[config.mk]
export PLATFORM = sky130hd
export DESIGN_NAME = afpm_top
export DESIGN_NICKNAME = d
export VERILOG_FILES = /design/src/afpm_pkg.sv /design/src/afpm_pwm_if.sv /design/src/afpm_clip.sv /design/src/afpm_pwm.sv /design/src/afpm_top.sv
export VERILOG_INCLUDE_DIRS = /design/src
export SDC_FILE = /design/constraint.sdc
export NUM_CORES = 1
export LEC_CHECK = 0
export ABC_AREA = 1
export CELL_PAD_IN_SITES_DETAIL_PLACEMENT = 2
export CELL_PAD_IN_SITES_GLOBAL_PLACEMENT = 2
export CORE_AREA = 10 10 184 186
export CTS_CLUSTER_DIAMETER = 100
export DETAILED_ROUTE_END_ITERATION = 10
export DIE_AREA = 0 0 194 196
export DONT_BUFFER_PORTS = 1
export PLACE_DENSITY = 0.86
export SYNTH_ARGS = -nofsm -noshare
export SYNTH_HDL_FRONTEND = slang
export SYNTH_SLANG_ARGS = --single-unit
[constraint.sdc]
create_clock -name CLK_SYS -period 3.7 [get_ports CLK_SYS]
set_clock_uncertainty 0.2 [all_clocks]
set_input_delay 0.185 -clock CLK_SYS [delete_from_list [all_inputs] [get_ports CLK_SYS]]
set_output_delay 0.185 -clock CLK_SYS [all_outputs]
set_load 0.03 [all_outputs]
[src/afpm_params.svh]
`ifndef AFPM_PARAMS_SVH
`define AFPM_PARAMS_SVH

// ------------------------------------------------------------
// Clock and timing
// ------------------------------------------------------------
`define AFPM_CLK_MHZ            200
`define AFPM_FAULT_TIMEOUT_MS   10
`define AFPM_FAULT_TIMEOUT_CYC  (`AFPM_FAULT_TIMEOUT_MS * 1000 * `AFPM_CLK_MHZ)
`define AFPM_DC_DETECT_MS       420
`define AFPM_DC_DETECT_CYC      (`AFPM_DC_DETECT_MS * 1000 * `AFPM_CLK_MHZ)
`define AFPM_DC_DUTY_PCT        60

// ------------------------------------------------------------
// Widths and field layout
// ------------------------------------------------------------
`define AFPM_SAMPLE_W           24
`define AFPM_CLIP_W             20
`define AFPM_PWM_W              10
`define AFPM_CNT_W              32
`define AFPM_MULT_W             8
`define AFPM_ERR_W              6
`define AFPM_ERR_OVE            0
`define AFPM_ERR_UVE            1
`define AFPM_ERR_CLK            2
`define AFPM_ERR_OCE            3
`define AFPM_ERR_DCE            4
`define AFPM_ERR_OTE            5
`define AFPM_ERR_RST            6'h00
`define AFPM_PWM_MID            10'h200

`endif

[src/afpm_pkg.sv]
package afpm_pkg;
    typedef enum logic [3:0]
    {
        AFPM_SHUTDOWN = 4'b0001,
        AFPM_PLAY     = 4'b0010,
        AFPM_LATCHED  = 4'b0100,
        AFPM_TIMEOUT  = 4'b1000
    } afpm_state_t;
endpackage

[src/afpm_pwm_if.sv]
`timescale 1ns/100ps
`include "afpm_params.svh"
interface afpm_pwm_if;
    logic                       en;
    logic                       sample_stb;
    logic [`AFPM_SAMPLE_W-1:0]  left;
    logic [`AFPM_SAMPLE_W-1:0]  right;
    logic [`AFPM_MULT_W-1:0]    mult;
    logic [1:0]                 p;
    logic [1:0]                 n;
    modport ctrl (output en, output sample_stb, output left, output right, output mult,
                  input p, input n);
    modport conv (input en, input sample_stb, input left, input right, input mult,
                  output p, output n);
endinterface

[src/afpm_clip.sv]
`timescale 1ns/100ps
`include "afpm_params.svh"
module afpm_clip
(
    // Sample in and clip level
    input  wire logic [`AFPM_SAMPLE_W-1:0] din,
    input  wire logic [`AFPM_CLIP_W-1:0]   level,
    // Sample out
    output logic      [`AFPM_SAMPLE_W-1:0] dout
);
    // ------------------------------------------------------------
    // Symmetric saturation
    // ------------------------------------------------------------
    wire logic [`AFPM_SAMPLE_W-1:0] pos_lim = {{(`AFPM_SAMPLE_W-`AFPM_CLIP_W){1'b0}}, level};
    wire logic [`AFPM_SAMPLE_W-1:0] neg_lim = (~pos_lim) + 1'b1;
    wire logic over  = ($signed(din) > $signed(pos_lim));
    wire logic under = ($signed(din) < $signed(neg_lim));
    assign dout = over ? pos_lim : (under ? neg_lim : din);
endmodule

[src/afpm_pwm.sv]
`timescale 1ns/100ps
`include "afpm_params.svh"
module afpm_pwm
(
    // Clock and reset
    input  wire logic CLK_SYS,
    input  wire logic RST,
    input  wire logic CE,
    // Converter side
    afpm_pwm_if.conv  bus
);
    // ------------------------------------------------------------
    // Carrier counter, period = 1024 cycles, restarted by each sample strobe
    // ------------------------------------------------------------
    logic [`AFPM_PWM_W-1:0]  ramp_q;
    logic [`AFPM_MULT_W-1:0] rep_q;
    wire logic [`AFPM_PWM_W-1:0] ramp_d = ramp_q + 1'b1;
    wire logic wrap = (ramp_q == {`AFPM_PWM_W{1'b1}});

    always_ff @(posedge CLK_SYS)
    begin
        if (RST)
        begin
            ramp_q <= '0;
            rep_q  <= '0;
        end
        else if (CE)
        begin
            ramp_q <= (bus.sample_stb) ? '0 : ramp_d;
            if (bus.sample_stb)
                rep_q <= '0;
            else if (wrap && rep_q != bus.mult)
                rep_q <= rep_q + 1'b1;
        end
    end

    // ------------------------------------------------------------
    // Per-channel complementary pair
    // ------------------------------------------------------------
    genvar ch;
    generate
        for (ch = 0; ch < 2; ch++)
        begin : g_ch
            wire logic [`AFPM_SAMPLE_W-1:0] smp = (ch == 0) ? bus.left : bus.right;
            wire logic [`AFPM_PWM_W-1:0] duty =
                {~smp[`AFPM_SAMPLE_W-1], smp[`AFPM_SAMPLE_W-2 -: `AFPM_PWM_W-1]};
            logic p_q;
            always_ff @(posedge CLK_SYS)
            begin
                if (RST)
                    p_q <= 1'b0;
                else if (CE)
                    p_q <= bus.en && (ramp_q < duty);
            end
            // Gate with enable so the pair goes quiet on the same edge as playback stops
            assign bus.p[ch] = bus.en && p_q;
            assign bus.n[ch] = bus.en && !p_q;
        end
    endgenerate
endmodule

[src/afpm_top.sv]
`timescale 1ns/100ps
`include "afpm_params.svh"
module afpm_top
#(
    parameter int FAULT_TIMEOUT_CYC = `AFPM_FAULT_TIMEOUT_CYC,
    parameter int DC_DETECT_CYC     = `AFPM_DC_DETECT_CYC
)
(
    // Clock, reset, enable
    input  wire logic                       CLK_SYS,
    input  wire logic                       RST,
    input  wire logic                       CE,
    // Shutdown controls, active low
    input  wire logic                       SPEAKER_SHUTDOWN_N,
    input  wire logic                       SHUTDOWN_BIT_N,
    // Analog monitor comparators
    input  wire logic                       SUPPLY_ABOVE_OV,
    input  wire logic                       SUPPLY_BELOW_UV,
    input  wire logic                       CURRENT_ABOVE_OC,
    input  wire logic                       TEMP_ABOVE_OT,
    input  wire logic                       TEMP_BELOW_HYST,
    // Clock checker flags
    input  wire logic                       CLK_RATIO_BAD,
    input  wire logic                       CLK_RATE_BAD,
    input  wire logic                       CLK_STOPPED,
    // Audio samples
    input  wire logic                       SAMPLE_STB,
    input  wire logic [`AFPM_SAMPLE_W-1:0]  SAMPLE_LEFT,
    input  wire logic [`AFPM_SAMPLE_W-1:0]  SAMPLE_RIGHT,
    // Configuration
    input  wire logic [`AFPM_CLIP_W-1:0]    CLIP_LEVEL,
    input  wire logic [`AFPM_MULT_W-1:0]    PWM_MULT,
    // Fault pin, open drain
    output logic                            SPEAKER_FAULT_N_O,
    output logic                            SPEAKER_FAULT_N_OE,
    // Status
    output logic [`AFPM_ERR_W-1:0]          ERROR_STATUS,
    output logic                            PLAYING,
    // PWM outputs
    output logic [1:0]                      PWM_P,
    output logic [1:0]                      PWM_N
);
    // ------------------------------------------------------------
    // Shutdown combine and edge detect
    // ------------------------------------------------------------
    wire logic sd_n = SPEAKER_SHUTDOWN_N && SHUTDOWN_BIT_N;
    logic sd_n_q;
    wire logic sd_rise = sd_n && !sd_n_q;

    // ------------------------------------------------------------
    // Raw conditions
    // ------------------------------------------------------------
    wire logic clk_err = CLK_RATIO_BAD || CLK_RATE_BAD || CLK_STOPPED;
    logic [`AFPM_CNT_W-1:0] dc_cnt_q [2];
    logic [1:0] dc_pol_q;
    logic [1:0] dc_hit;
    logic [`AFPM_SAMPLE_W-1:0] clip_l;
    logic [`AFPM_SAMPLE_W-1:0] clip_r;
    afpm_clip u_clip_l (.din(SAMPLE_LEFT),  .level(CLIP_LEVEL), .dout(clip_l));
    afpm_clip u_clip_r (.din(SAMPLE_RIGHT), .level(CLIP_LEVEL), .dout(clip_r));
    logic [`AFPM_SAMPLE_W-1:0] left_q;
    logic [`AFPM_SAMPLE_W-1:0] right_q;

    // ------------------------------------------------------------
    // DC detect per channel
    // ------------------------------------------------------------
    localparam logic [`AFPM_PWM_W-1:0] DUTY_HI =
        `AFPM_PWM_W'(((1 << `AFPM_PWM_W) * `AFPM_DC_DUTY_PCT) / 100);
    localparam logic [`AFPM_PWM_W-1:0] DUTY_LO =
        `AFPM_PWM_W'((1 << `AFPM_PWM_W) - DUTY_HI);
    genvar ch;
    generate
        for (ch = 0; ch < 2; ch++)
        begin : g_dc
            wire logic [`AFPM_SAMPLE_W-1:0] s = (ch == 0) ? left_q : right_q;
            wire logic [`AFPM_PWM_W-1:0] duty =
                {~s[`AFPM_SAMPLE_W-1], s[`AFPM_SAMPLE_W-2 -: `AFPM_PWM_W-1]};
            wire logic hi  = duty > DUTY_HI;
            wire logic lo  = duty < DUTY_LO;
            wire logic pol = hi;
            always_ff @(posedge CLK_SYS)
            begin
                if (RST)
                begin
                    dc_cnt_q[ch] <= '0;
                    dc_pol_q[ch] <= 1'b0;
                end
                else if (CE)
                begin
                    dc_pol_q[ch] <= pol;
                    if (!(hi || lo) || pol != dc_pol_q[ch])
                        dc_cnt_q[ch] <= '0;
                    else if (!dc_hit[ch])
                        dc_cnt_q[ch] <= dc_cnt_q[ch] + 1'b1;
                end
            end
            assign dc_hit[ch] = (dc_cnt_q[ch] > `AFPM_CNT_W'(DC_DETECT_CYC));
        end
    endgenerate
    wire logic dc_err = |dc_hit;

    // ------------------------------------------------------------
    // Latching fault state machine
    // ------------------------------------------------------------
    afpm_pkg::afpm_state_t st_q;
    afpm_pkg::afpm_state_t st_d;
    logic [`AFPM_CNT_W-1:0] tmo_q;
    logic oce_q;
    logic dce_q;
    logic ote_q;
    wire logic latch_cond = CURRENT_ABOVE_OC || dc_err || TEMP_ABOVE_OT;
    wire logic ote_hold   = ote_q && !TEMP_BELOW_HYST;
    wire logic tmo_done   = (tmo_q == '0);
    wire logic in_latch   = (st_q == afpm_pkg::AFPM_LATCHED) || (st_q == afpm_pkg::AFPM_TIMEOUT);

    always_comb
    begin
        st_d = st_q;
        unique case (st_q)
            afpm_pkg::AFPM_SHUTDOWN:
                if (sd_n)
                    st_d = latch_cond ? afpm_pkg::AFPM_LATCHED : afpm_pkg::AFPM_PLAY;
            afpm_pkg::AFPM_PLAY:
                if (!sd_n)
                    st_d = afpm_pkg::AFPM_SHUTDOWN;
                else if (latch_cond)
                    st_d = afpm_pkg::AFPM_LATCHED;
            afpm_pkg::AFPM_LATCHED:
                if (!sd_n)
                    st_d = afpm_pkg::AFPM_TIMEOUT;
            afpm_pkg::AFPM_TIMEOUT:
                if (sd_rise && latch_cond)
                    st_d = afpm_pkg::AFPM_LATCHED;
                else if (sd_n && tmo_done && !ote_hold)
                    st_d = afpm_pkg::AFPM_PLAY;
        endcase
    end

    always_ff @(posedge CLK_SYS)
    begin
        if (RST)
        begin
            st_q   <= afpm_pkg::AFPM_SHUTDOWN;
            sd_n_q <= 1'b0;
            tmo_q  <= '0;
            oce_q  <= 1'b0;
            dce_q  <= 1'b0;
            ote_q  <= 1'b0;
        end
        else if (CE)
        begin
            st_q   <= st_d;
            sd_n_q <= sd_n;
            if (st_d == afpm_pkg::AFPM_TIMEOUT && st_q == afpm_pkg::AFPM_LATCHED)
                tmo_q <= `AFPM_CNT_W'(FAULT_TIMEOUT_CYC);
            else if (!tmo_done)
                tmo_q <= tmo_q - 1'b1;
            // Sticky latched causes, set wins over clear
            oce_q <= CURRENT_ABOVE_OC || (oce_q && st_d != afpm_pkg::AFPM_PLAY);
            dce_q <= dc_err || (dce_q && st_d != afpm_pkg::AFPM_PLAY);
            ote_q <= TEMP_ABOVE_OT || (ote_q && st_d != afpm_pkg::AFPM_PLAY);
        end
    end

    // ------------------------------------------------------------
    // Status and fault pin
    // ------------------------------------------------------------
    logic [`AFPM_ERR_W-1:0] status_q;
    logic                   fault_q;
    wire logic [`AFPM_ERR_W-1:0] status_d;
    assign status_d[`AFPM_ERR_OVE] = SUPPLY_ABOVE_OV;
    assign status_d[`AFPM_ERR_UVE] = SUPPLY_BELOW_UV;
    assign status_d[`AFPM_ERR_CLK] = clk_err;
    assign status_d[`AFPM_ERR_OCE] = oce_q;
    assign status_d[`AFPM_ERR_DCE] = dce_q;
    assign status_d[`AFPM_ERR_OTE] = ote_q;
    wire logic nonlatch_block = SUPPLY_ABOVE_OV || SUPPLY_BELOW_UV || clk_err;
    wire logic play_d  = (st_q == afpm_pkg::AFPM_PLAY) && !nonlatch_block;
    wire logic fault_d = in_latch || clk_err;

    always_ff @(posedge CLK_SYS)
    begin
        if (RST)
        begin
            status_q <= `AFPM_ERR_RST;
            fault_q  <= 1'b0;
            PLAYING  <= 1'b0;
            left_q   <= '0;
            right_q  <= '0;
        end
        else if (CE)
        begin
            status_q <= status_d;
            fault_q  <= fault_d;
            PLAYING  <= play_d;
            if (SAMPLE_STB)
            begin
                left_q  <= clip_l;
                right_q <= clip_r;
            end
        end
    end

    assign ERROR_STATUS       = status_q;
    assign SPEAKER_FAULT_N_O  = 1'b0;
    assign SPEAKER_FAULT_N_OE = fault_q;

    // ------------------------------------------------------------
    // PWM converter
    // ------------------------------------------------------------
    afpm_pwm_if pwm_bus ();
    assign pwm_bus.en         = PLAYING;
    assign pwm_bus.sample_stb = SAMPLE_STB;
    assign pwm_bus.left       = left_q;
    assign pwm_bus.right      = right_q;
    assign pwm_bus.mult       = PWM_MULT;
    afpm_pwm u_pwm (.CLK_SYS(CLK_SYS), .RST(RST), .CE(CE), .bus(pwm_bus));
    assign PWM_P = pwm_bus.p;
    assign PWM_N = pwm_bus.n;
endmodule

* Yosys cells after proc, flatten, opt, wreduce, memory -nomap -nowiden
Memories as Yosys holds them, arrays and structs flattened. Cells that the tools add are included.
Word-level totals: register bits 110, memory bits (writable) 64, input bits 90, output and inout bits 13, word-level logic and storage cells 133, memories 1
Memory list:
- dc_cnt_q | words 2, width 32, rd ports 2, clocked after memory_dff 0, wr ports 2, line afpm_top.sv:54 | logic [`AFPM_CNT_W-1:0] dc_cnt_q [2];
Cells by class: add/subtract/negate cells 5, $lt $le $gt $ge 12, equality and inequality tests 9, muxes and demuxes 39, bitwise gates (word level) 7, reductions and logical operators 44
Operators with widths (number):
- $mux W32 | 6
- $mux W24 | 4
- $add A32 B1 Y32 const B | 2
- $gt A32 B27 Y1 const B | 2
- $gt A24 B21 Y1 | 2
- $lt A24 B24 Y1 | 2
- $logic_not A32 Y1 | 1
- $sub A32 B1 Y32 const B | 1
- $add A24 B1 Y24 const B | 1
- $mux W4 | 6
- $not A20 Y24 | 1
- $gt A10 B10 Y1 const B | 2
- $lt A10 B10 Y1 | 2
- $lt A10 B9 Y1 const B | 2
- $mux W1 | 20
- $logic_and A1 B1 Y1 | 17
- $pmux W4 S4 | 1
- $logic_or A1 B1 Y1 | 15
- $add A10 B1 Y10 const B | 1
- $mux W10 | 1
- $eq A4 B4 Y1 const B | 2
- $logic_not A1 Y1 | 8
- $eq A4 B1 Y1 const B | 1
- $eq A4 B2 Y1 const B | 1
- other kinds (9) | 15

* Depth between registers and ports, before layout
Gate-level depths: netlist of the first run. An unclocked memory read counts as a cell.
word-level depth 12, mapped depth 25, gate-level depth less buffers 24

* By module
A second synthesis of the first run with hierarchy kept.
Unflattened totals: cells, all modules 2032, area, all modules 13755.7 µm²
Modules (own cells, without submodules):
- afpm_top | times used 1, cells an instance 1080, area an instance 8262.9 µm², sequential area each 3883.7 µm²
- afpm_clip | times used 2, cells an instance 392, area an instance 2203.4 µm², sequential area each 0.0 µm²
- afpm_pwm | times used 1, cells an instance 168, area an instance 1086.0 µm², sequential area each 240.2 µm²

* Worst setup path before layout of the first run
Ideal clock, no wire load.
path type input-to-reg, from input port CLIP_LEVEL[1], to register left_q[14] (netlist: g_dc[0].s[14]), setup time 0.132 ns, arrival 2.904 ns, required time 3.368 ns, path slack 0.464 ns, cell stages on the path 20, path buffers 1, cells stage by stage inv_1 ha_1 nand3_1 nor3_2 nand2_1 nor3_1 nand4_1 nor4_1 nand3_1 nor3_1 ha_1 nand2_1 o21ai_0 a21oi_1 nand4_1 nand2_1 buf_2 nand2_1 nand3_1 a21oi_1
On the way: cells in the longest elaborated chain, start to end 5, elaborated cells on any way between the ends 6, those cells by class add/sub (1); order compare (2); mux (2); bitwise (1)
Ends and longest elaborated chain:
- start: declaration | line afpm_top.sv:31 | input wire logic [`AFPM_CLIP_W-1:0] CLIP_LEVEL,
- $not A20 Y24 | line afpm_clip.sv:15 | wire logic [`AFPM_SAMPLE_W-1:0] neg_lim = (~pos_lim) + 1'b1;
- $add A24 B1 Y24 | line afpm_clip.sv:15
- $lt A24 B24 Y1 | line afpm_clip.sv:17 | wire logic under = ($signed(din) < $signed(neg_lim));
- $mux W24 | line afpm_clip.sv:18 | assign dout = over ? pos_lim : (under ? neg_lim : din);
- $mux W24 (*) | line afpm_clip.sv:18
- end signal: assignment | line afpm_top.sv:198 | left_q <= clip_l;
- end: declaration | line afpm_top.sv:61 | logic [`AFPM_SAMPLE_W-1:0] left_q;
Mark *: on every way between the ends. The rest lies on a longest branch, timed or not. A chain may end at the register's enable or synchronous reset.

==> qor.yml, run 1 <==
finish:
  final_util_pct: 41.96
  multi_input_area_mm2: 0.006658
  drive_gt1_share_pct: 8.085
  layout_commonest_cell: "nand2_1"
  seq_area_mm2: 0.003563
  fillers: 3494
  area_delta_synth_final_pct: 15.35
  final_cell_mix: "271 x nand2_1, 195 x nor2_1, 194 x inv_1"
  nNetsFinal: 1796
timing:
  post-route-worst-setup-slack_ps: 180.9
  drv_slew: 0
  worst_pin_slew_ps: 1128
  period_minus_slack_ps: 3519
  final_hold_viol_count: 0
  slew-limit-headroom_pct: 24.77
  finalCritPeriodShare_pct: 95.11
  max_freq_ghz: 0.2842
  holdWs_ps: 23.21
  setup_violations: 0
power:
  powerDensity_mw_per_mm2: 365.1
  combPwrFrac_pct: 18.3
  peakVddDrop_v: 0.0003585
  p_int_uw: 3160
  pwr-share-clk_pct: 40.9
  swShare_pct: 31.85
  seq_power_share_pct: 40.8
  leakagePower_uw: 0.005440
  switchingPower_uw: 1477
global_routing:
  track_usage_pct: 23.65
  grt_pass1_vias: 12910
  grt_max_degree: 47
  gr-total-overflow: 0
  grt_pass1_wl_um: 72990
  grt_antenna_before_repair: 1
setup_path:
  crit_fanout: 24
  slowest_delay_ps: 900
  path_class: "in -> reg"
  worst-endpoint-arrival_ps: 3490
  r2r_slack_ps: 580
  crit_chain: "dlymetal6s4s_1 -> inv_2 -> nor2_1 -> nand3_2 -> nor3b_1"
  slowest_stage: "dlymetal6s4s_1"
  worst_setup_path_start_kind: "input port"
  required_ps: 3670
  end_kind: "flip-flop"
clock_network:
  htreeDepth: 4
  path_clk_slew_ps: 70
  numClockSinks: 146
  cts_root_buf: "clkbuf_16"
  cts_buffers: 17
  clkLatencyLatePin_ps: 450
  clk_path_buf_depth: 2
  cts_tree: "built"
placement:
  hpwl_um: 29750
  place_ws_ps: -258.3
  place.gp.congestion: 0.8444
  portBuffers: 0
route:
  drt-initial-drc-count: 721
  wirelength_um: 47390
  drtAntennaViolNets: 0
  dr_total_vias: 11530
  drc: 0
  drt_pass1_iterations: 4
  vias_per_cell: 5.750
  wl_per_cell_um: 23.64
floorplanning:
  row_count: 64
  ioPinCount: 103
  coreArea_mm2: 0.03027
  die_w_um: 194
  dieArea_mm2: 0.03802
  start_util_pct: 36.37
  die_h_um: 196
yosys:
  synth_edf_count: 64
  ys_seq_elements: 146
  ys.flop_type: "dfxtp_1"
  avgSynthCellArea_um2: 7.182
  syn_area_mm2: 0.01101
  yosysWarnings: 0
  yosys.cell_types.count: 52
  synthArstFlopShare_pct: 0
  syn_inst: 1533
  ys_seq_area_share_pct: 32.37
run:
  maxCapViolCount: 0
worst_hold_path:
  worstHoldPathType: "in -> reg"
status:
  status: "finished clean"
-- layout make-up --
| type | instances | area share [%] |
|---|---|---|
| multi-input cells | 1158 | 52.42 |
| flip-flops and latches | 146 | 28.06 |
| inverters | 209 | 6.217 |
| repair buffers | 63 | 4.611 |
| clock buffers | 25 | 4.010 |
| well taps | 396 | 3.901 |
| clock inverters | 7 | 0.7586 |
| diodes | 1 | 0.01970 |
-- kinds of logic after synthesis --
logic type	after synthesis	share of synthesized area (%)
compound gates	294	14.79
xor+xnor	27	2.148
fa+ha+maj	111	12.62
buf+inv	239	8.228
flops	146	32.37
other cells	1	0.03406
simple gates	715	29.82
-- worst max-delay path, delay by kind of cell --
family        cells  cell delay [ps]
buf+inv           2             1330
simple gates      3             1950
-- repair_timing --
action	4_1_cts	5_1_grt
hold endpoints to repair	56	0
gates resized for setup	0	19
setup endpoints to repair	0	22
setup buffers	0	2
hold buffers	40	0
-- metal layers --
metal / part of all wire, % / track usage [%]
met3: 4.1 / 4.246
met1: 40 / 25.94
met4: 3.6 / 10.12
met5: 0 / 0
met2: 52 / 43.72
-- sequential cells by signal (all words and copies together) (netlist names), 2 cells and up --
| signal | count |
|---|---|
| ERROR_STATUS | 6 |
| dc_cnt_q | 64 |
| tmo_q | 32 |
| u_pwm.g_ch.p_q | 2 |
| st_q | 4 |
| u_pwm.ramp_q | 10 |
| dc_pol_q | 2 |
| g_dc.s | 20 |
-- per-stage QoR --
| stage | instances | TNS (ps) | area [µm²] | power, µW |
|---|---|---|---|---|
| 6_report | 2005 | 0 | 12700 | 4637 |
| 5_1_grt | 2005 | -162.5 | 12700 | 4810 |
| 4_1_cts | 2002 | 0 | 12600 | 4552 |
| 3_5_place_dp | 1930 | -3885 | 11580 | 2629 |
| 3_3_place_gp | 1930 | 0 | 11580 | 2565 |
| 2_1_floorplan | 1543 | 0 | 11050 | 2411 |
-- power by group through the flow --
stage               Clock, µW  Sequential, µW  Combinational (µW)
floorplan                   0            1890                 525
global placement            0            1910                 659
detailed placement          0            1910                 714
CTS                      1870            1880                 793
global route             1960            1900                 943
finish                   1900            1890                 848
-- path summary, 6_finish.rpt --
kind | from | to | cells past startpoint
setup / recovery | CE | dc_cnt_q[0][2] | 5
hold / removal | CLIP_LEVEL[18] | g_dc[0].s[18] | 4
setup reg to reg | tmo_q[0] | dce_q | 17
hold reg to reg | g_dc[1].s[22] | g_dc[1].s[22] | 2
-- Yosys cell counts, types with 4 or more instances --
cell type  instances  area share, %
xnor2_1            4           0.32
nor3b_1           14           0.95
nand2_2            8           0.45
a41oi_1            5           0.40
xor2_1            23            1.8
buf_1              4           0.14
nor4_1             9           0.51
o21a_1             6           0.41
ha_1             111             13
edfxtp_1          64             17
nand3b_1           4           0.27
inv_1            195            6.6
or2_2              7           0.40
nand3_2            6           0.55
nor2_4             8           0.82
o22ai_1            8           0.45
a21oi_1          130            5.9
nor3_1            36            1.6
nor2_2             8           0.45
a31oi_1            6           0.34
nor3_2             6           0.55
nand3_1           97            4.4
o211ai_1          14           0.95
a211oi_1          12           0.82
o21ai_0          100            4.5
nor2_1           196            6.7
inv_2             13           0.44
dfxtp_1           82             15
nand4_1           30            1.7
nand2_1          274            9.3
clkbuf_1          22           0.75
No activity file was read; power rests on OpenSTA's default activity.
==> inputs of run 2 (changes only) <==
Settings changed: CTS_BUF_LIST from default to sky130_fd_sc_hd__clkbuf_8 sky130_fd_sc_hd__clkbuf_16.
==> qor.yml, run 2 (synthesis gave the netlist of run 1 again) <==
route:
  vias_per_cell: 5.675
  drc: 0
  drtAntennaViolNets: 0
  dr_total_vias: 11380
  wl_per_cell_um: 22.51
  wirelength_um: 45130
  drt-initial-drc-count: 631
  drt_pass1_iterations: 4
floorplanning:
  die_h_um: 196
  row_count: 64
  ioPinCount: 103
  die_w_um: 194
  start_util_pct: 36.37
  dieArea_mm2: 0.03802
  coreArea_mm2: 0.03027
timing:
  period_minus_slack_ps: 3489
  finalCritPeriodShare_pct: 94.29
  setup_violations: 0
  drv_slew: 0
  slew-limit-headroom_pct: 30.24
  max_freq_ghz: 0.2866
  worst_pin_slew_ps: 1046
  final_hold_viol_count: 0
  holdWs_ps: 54.03
setup_path:
  r2r_start: "dc_cnt_q[0][0]"
  cp-startpoint: "CLIP_LEVEL[0]"
  slowest_stage: "nor4_2"
  worst_setup_path_start_kind: "input port"
  r2r_slack_ps: 660
  crit_fanout: 6
  worst-endpoint-arrival_ps: 3610
  slowest_delay_ps: 360
  path_common_cell: "nand3_1"
  path_class: "in -> reg"
  end_kind: "flip-flop"
  crit_chain: "inv_1 -> ha_4 -> nand3_2 -> nor3_4 -> nand2_1 -> nor3_2 -> nand4_1 -> nor4_2 -> nand3_2 -> nor3_4 -> ha_1 -> nand2_1 -> o21ai_0 -> a21oi_1 -> nand4_1 -> buf_4 -> nand3_1 -> nand3_1 -> nand3_1 -> inv_1"
  required_ps: 3820
placement:
  place.gp.congestion: 0.8444
  hpwl_um: 29750
  dp.cells: 1930
  placed_cell_area_mm2: 0.01158
  portBuffers: 0
finish:
  drive_gt1_share_pct: 8.017
  layout_commonest_cell: "nand2_1"
  num_antenna_cells: 0
  final_cell_mix: "271 x nand2_1, 199 x inv_1, 195 x nor2_1"
  finalNonFillerCells: 2005
  fin_area_mm2: 0.01271
  fillers: 3527
  largest-register: "dc_cnt_q"
  area_delta_synth_final_pct: 15.41
  nNetsFinal: 1797
  largest_reg_flops: 64
global_routing:
  grt_pass1_wl_um: 71090
  grt_antenna_before_repair: 0
  grt_pass1_vias: 12670
  grt_max_degree: 47
  gr-total-overflow: 0
  track_usage_pct: 22.90
clock_network:
  htreeDepth: 4
  numClockSinks: 146
  clk_path_buf_depth: 2
  path_clk_slew_ps: 60
  cts_buffers: 17
  cts_root_buf: "clkbuf_16"
  cts_tree: "built"
  clkLatencyLatePin_ps: 450
run:
  maxCapViolCount: 0
power:
  seq_power_share_pct: 41.3
  powerDensity_mw_per_mm2: 359.8
  leakagePower_uw: 0.005460
  p_int_uw: 3144
  combPwrFrac_pct: 18.1
  switchingPower_uw: 1428
  swShare_pct: 31.23
  peakVddDrop_v: 0.0003024
  pwr-share-clk_pct: 40.6
worst_hold_path:
  hp-start: "CLIP_LEVEL[17]"
  worstHoldPathType: "in -> reg"
status:
  status: "finished clean"
## run 2: area by class of cell
type	instances	area (µm²)	share of cell area (%)
sequential	146	3563	28.05
clock buffer	20	489.2	3.850
timing repair buffer	64	595.6	4.687
clock inverter	12	115.1	0.9060
inverter	209	789.5	6.214
tap	396	495.5	3.900
multi-input combinational	1158	6658	52.40
## run 2: worst paths after layout
path                     endpoint  depth (start not counted)
setup / recovery    g_dc[0].s[19]                         20
hold / removal      g_dc[1].s[17]                          5
setup reg to reg  dc_cnt_q[0][22]                         12
hold reg to reg     g_dc[1].s[22]                          2
## run 2: per-stage QoR
step / power [µW] / setup WS (ps) / util [%] / TNS (ps)
6_report: 4572 / 211.3 / 41.98 / 0
4_1_cts: 4545 / 127.9 / 41.64 / 0
3_3_place_gp: 2565 / 26.61 / 38.26 / 0
2_1_floorplan: 2411 / 463.6 / - / 0
3_5_place_dp: 2629 / -258.3 / 38.26 / -3885
5_1_grt: 4775 / -81.51 / 41.98 / -378.2
## run 2: what timing repair did
item | in CTS | in global routing
endpoints found under the setup margin | 0 | 21
setup buffers | 0 | 2
resized for setup | 0 | 20
hold buffers | 41 | 0
endpoints found under the hold margin | 56 | 0
## run 2: worst max-delay path, delay by kind of cell
family / cells / cell delay, ps
buf+inv: 3 / 420
fa+ha+maj: 2 / 440
simple gates: 13 / 2230
compound gates: 2 / 320
## run 2: per-layer routing
metal  GRT usage, %  wire length (µm)  vias up  share of wire, %
met5              0                 0        -                 0
met4          8.407              1421        0               3.1
met3          3.700              1589      101               3.5
met2          42.56             23590      208                52
met1          25.66             18520     5758                41
li1               -                 -     5311                 -
## run 2: power by group through the flow
stage               combinational (µW)  sequential [µW]  clock [µW]
finish                             826             1890        1860
global route                       930             1900        1940
CTS                                793             1880        1870
detailed placement                 714             1910           0
global placement                   659             1910           0
floorplan                          525             1890           0
==> inputs of run 3 (changes only) <==
Settings changed: CORE_AREA 10 10 184 186 to 10 10 234 147, DIE_AREA 0 0 194 196 to 0 0 244 157.
==> qor.yml, run 3 (synthesis gave the netlist of run 1 again) <==
timing:
  max_freq_ghz: 0.2744
  slew-limit-headroom_pct: 19.78
  finalCritPeriodShare_pct: 98.48
  worst_pin_slew_ps: 1199
  setup_violations: 0
  holdWs_ps: 30.53
  drv_slew: 0
  post-route-worst-setup-slack_ps: 56.19
  period_minus_slack_ps: 3644
  final_hold_viol_count: 0
clock_network:
  path_clk_slew_ps: 70
  clkLatencyLatePin_ps: 450
  htreeDepth: 4
  clk_path_buf_depth: 2
  numClockSinks: 146
  cts_buffers: 17
  cts_tree: "built"
  cts_root_buf: "clkbuf_16"
route:
  drc: 0
  vias_per_cell: 5.582
  drtAntennaViolNets: 0
  drt_pass1_iterations: 5
  wirelength_um: 46370
  dr_total_vias: 11340
  wl_per_cell_um: 22.83
  drt-initial-drc-count: 912
finish:
  nNetsFinal: 1803
  area_delta_synth_final_pct: 16.31
  fillers: 3609
  layout_commonest_cell: "nand2_1"
  num_antenna_cells: 0
  drive_gt1_share_pct: 8.545
  multi_input_area_mm2: 0.006668
  final_cell_mix: "271 x nand2_1, 197 x inv_1, 194 x nor2_1"
  largest_reg_flops: 64
  fin_area_mm2: 0.01280
  largest-register: "dc_cnt_q"
  seq_area_mm2: 0.003563
floorplanning:
  ioPinCount: 103
  start_util_pct: 36.21
  die_h_um: 157
  coreArea_mm2: 0.03040
  die_w_um: 244
  row_count: 50
  dieArea_mm2: 0.03831
setup_path:
  end_kind: "flip-flop"
  required_ps: 3890
  worst_setup_path_start_kind: "input port"
  worst-endpoint-arrival_ps: 3840
  path_class: "in -> reg"
  crit_fanout: 12
placement:
  place.gp.congestion: 0.8870
  placed_cell_area_mm2: 0.01166
  hpwl_um: 31150
  portBuffers: 0
  place_ws_ps: -399.1
global_routing:
  gr-total-overflow: 0
  grt_antenna_before_repair: 1
  track_usage_pct: 22.62
  grt_pass1_wl_um: 69660
  grt_max_degree: 35
  grt_pass1_vias: 12330
power:
  fin_total_pwr_uw: 4691
  peakVddDrop_v: 0.0002981
  powerDensity_mw_per_mm2: 366.3
  leakagePower_uw: 0.005495
worst_hold_path:
  worstHoldPathType: "in -> reg"
run:
  maxCapViolCount: 0
status:
  status: "finished clean"
-- run 3: critical path, stage by stage --
cell,delay [ps]
inv_1,70
ha_1,190
nand3_2,130
nor3_4,260
nand2_1,180
nor3_4,190
nand4_1,170
nor4_2,230
nand3_2,210
nor3_4,300
buf_4,190
ha_1,240
nand2_1,120
nor2_2,60
nand4_1,80
inv_1,90
nand3_1,130
nand4_1,200
nand2_4,220
nand2_1,120
nand3_1,90
nand3_1,100
inv_1,90
-- run 3: power breakdown --
part / total (µW) / internal [µW] / switching (µW)
clock network: 1950 / 1200 / 749
logic: 853 / 286 / 567
registers: 1890 / 1780 / 108
total: 4690 / 3270 / 1420
-- run 3: per-stage QoR --
| stage | TNS [ps] | util [%] | instances |
|---|---|---|---|
| after floorplan | 0 | - | 1543 |
| after global placement | -212.8 | 38.37 | 1958 |
| after detailed placement | -5449 | 38.37 | 1958 |
| after CTS | 0 | 41.77 | 2029 |
| after global routing | -1545 | 42.12 | 2031 |
| final | 0 | 42.12 | 2031 |
-- run 3: worst paths after layout --
check	start	end	slack (ps)	cells past startpoint
worst max-delay path	CLIP_LEVEL[0]	g_dc[0].s[15]	60	23
worst min-delay path	CLIP_LEVEL[19]	g_dc[1].s[23]	30	5
worst max register to register	tmo_q[0]	tmo_q[31]	840	11
worst min register to register	dce_q	ERROR_STATUS[4]	280	2
-- run 3: repair_timing --
| action | in CTS | in global routing |
|---|---|---|
| resized for setup | 0 | 19 |
| setup buffers | 0 | 2 |
| hold buffers | 39 | 0 |
| endpoints found under the setup margin | 0 | 20 |
| hold endpoints to repair | 57 | 0 |
-- run 3: layout make-up --
type / count / area share, %
multi-input combinational: 1158 / 52.07
sequential: 146 / 27.83
inverter: 209 / 6.136
timing repair buffer: 70 / 4.944
tap: 416 / 4.065
clock buffer: 18 / 3.430
clock inverter: 14 / 1.524
-- run 3: per-layer routing --
metal	up-vias	routed length [µm]	track usage (%)
li1	5321	-	-
met3	87	2607	4.401
met1	5603	21030	30.17
met5	-	0	0
met2	326	21650	37.07
met4	0	1077	5.331
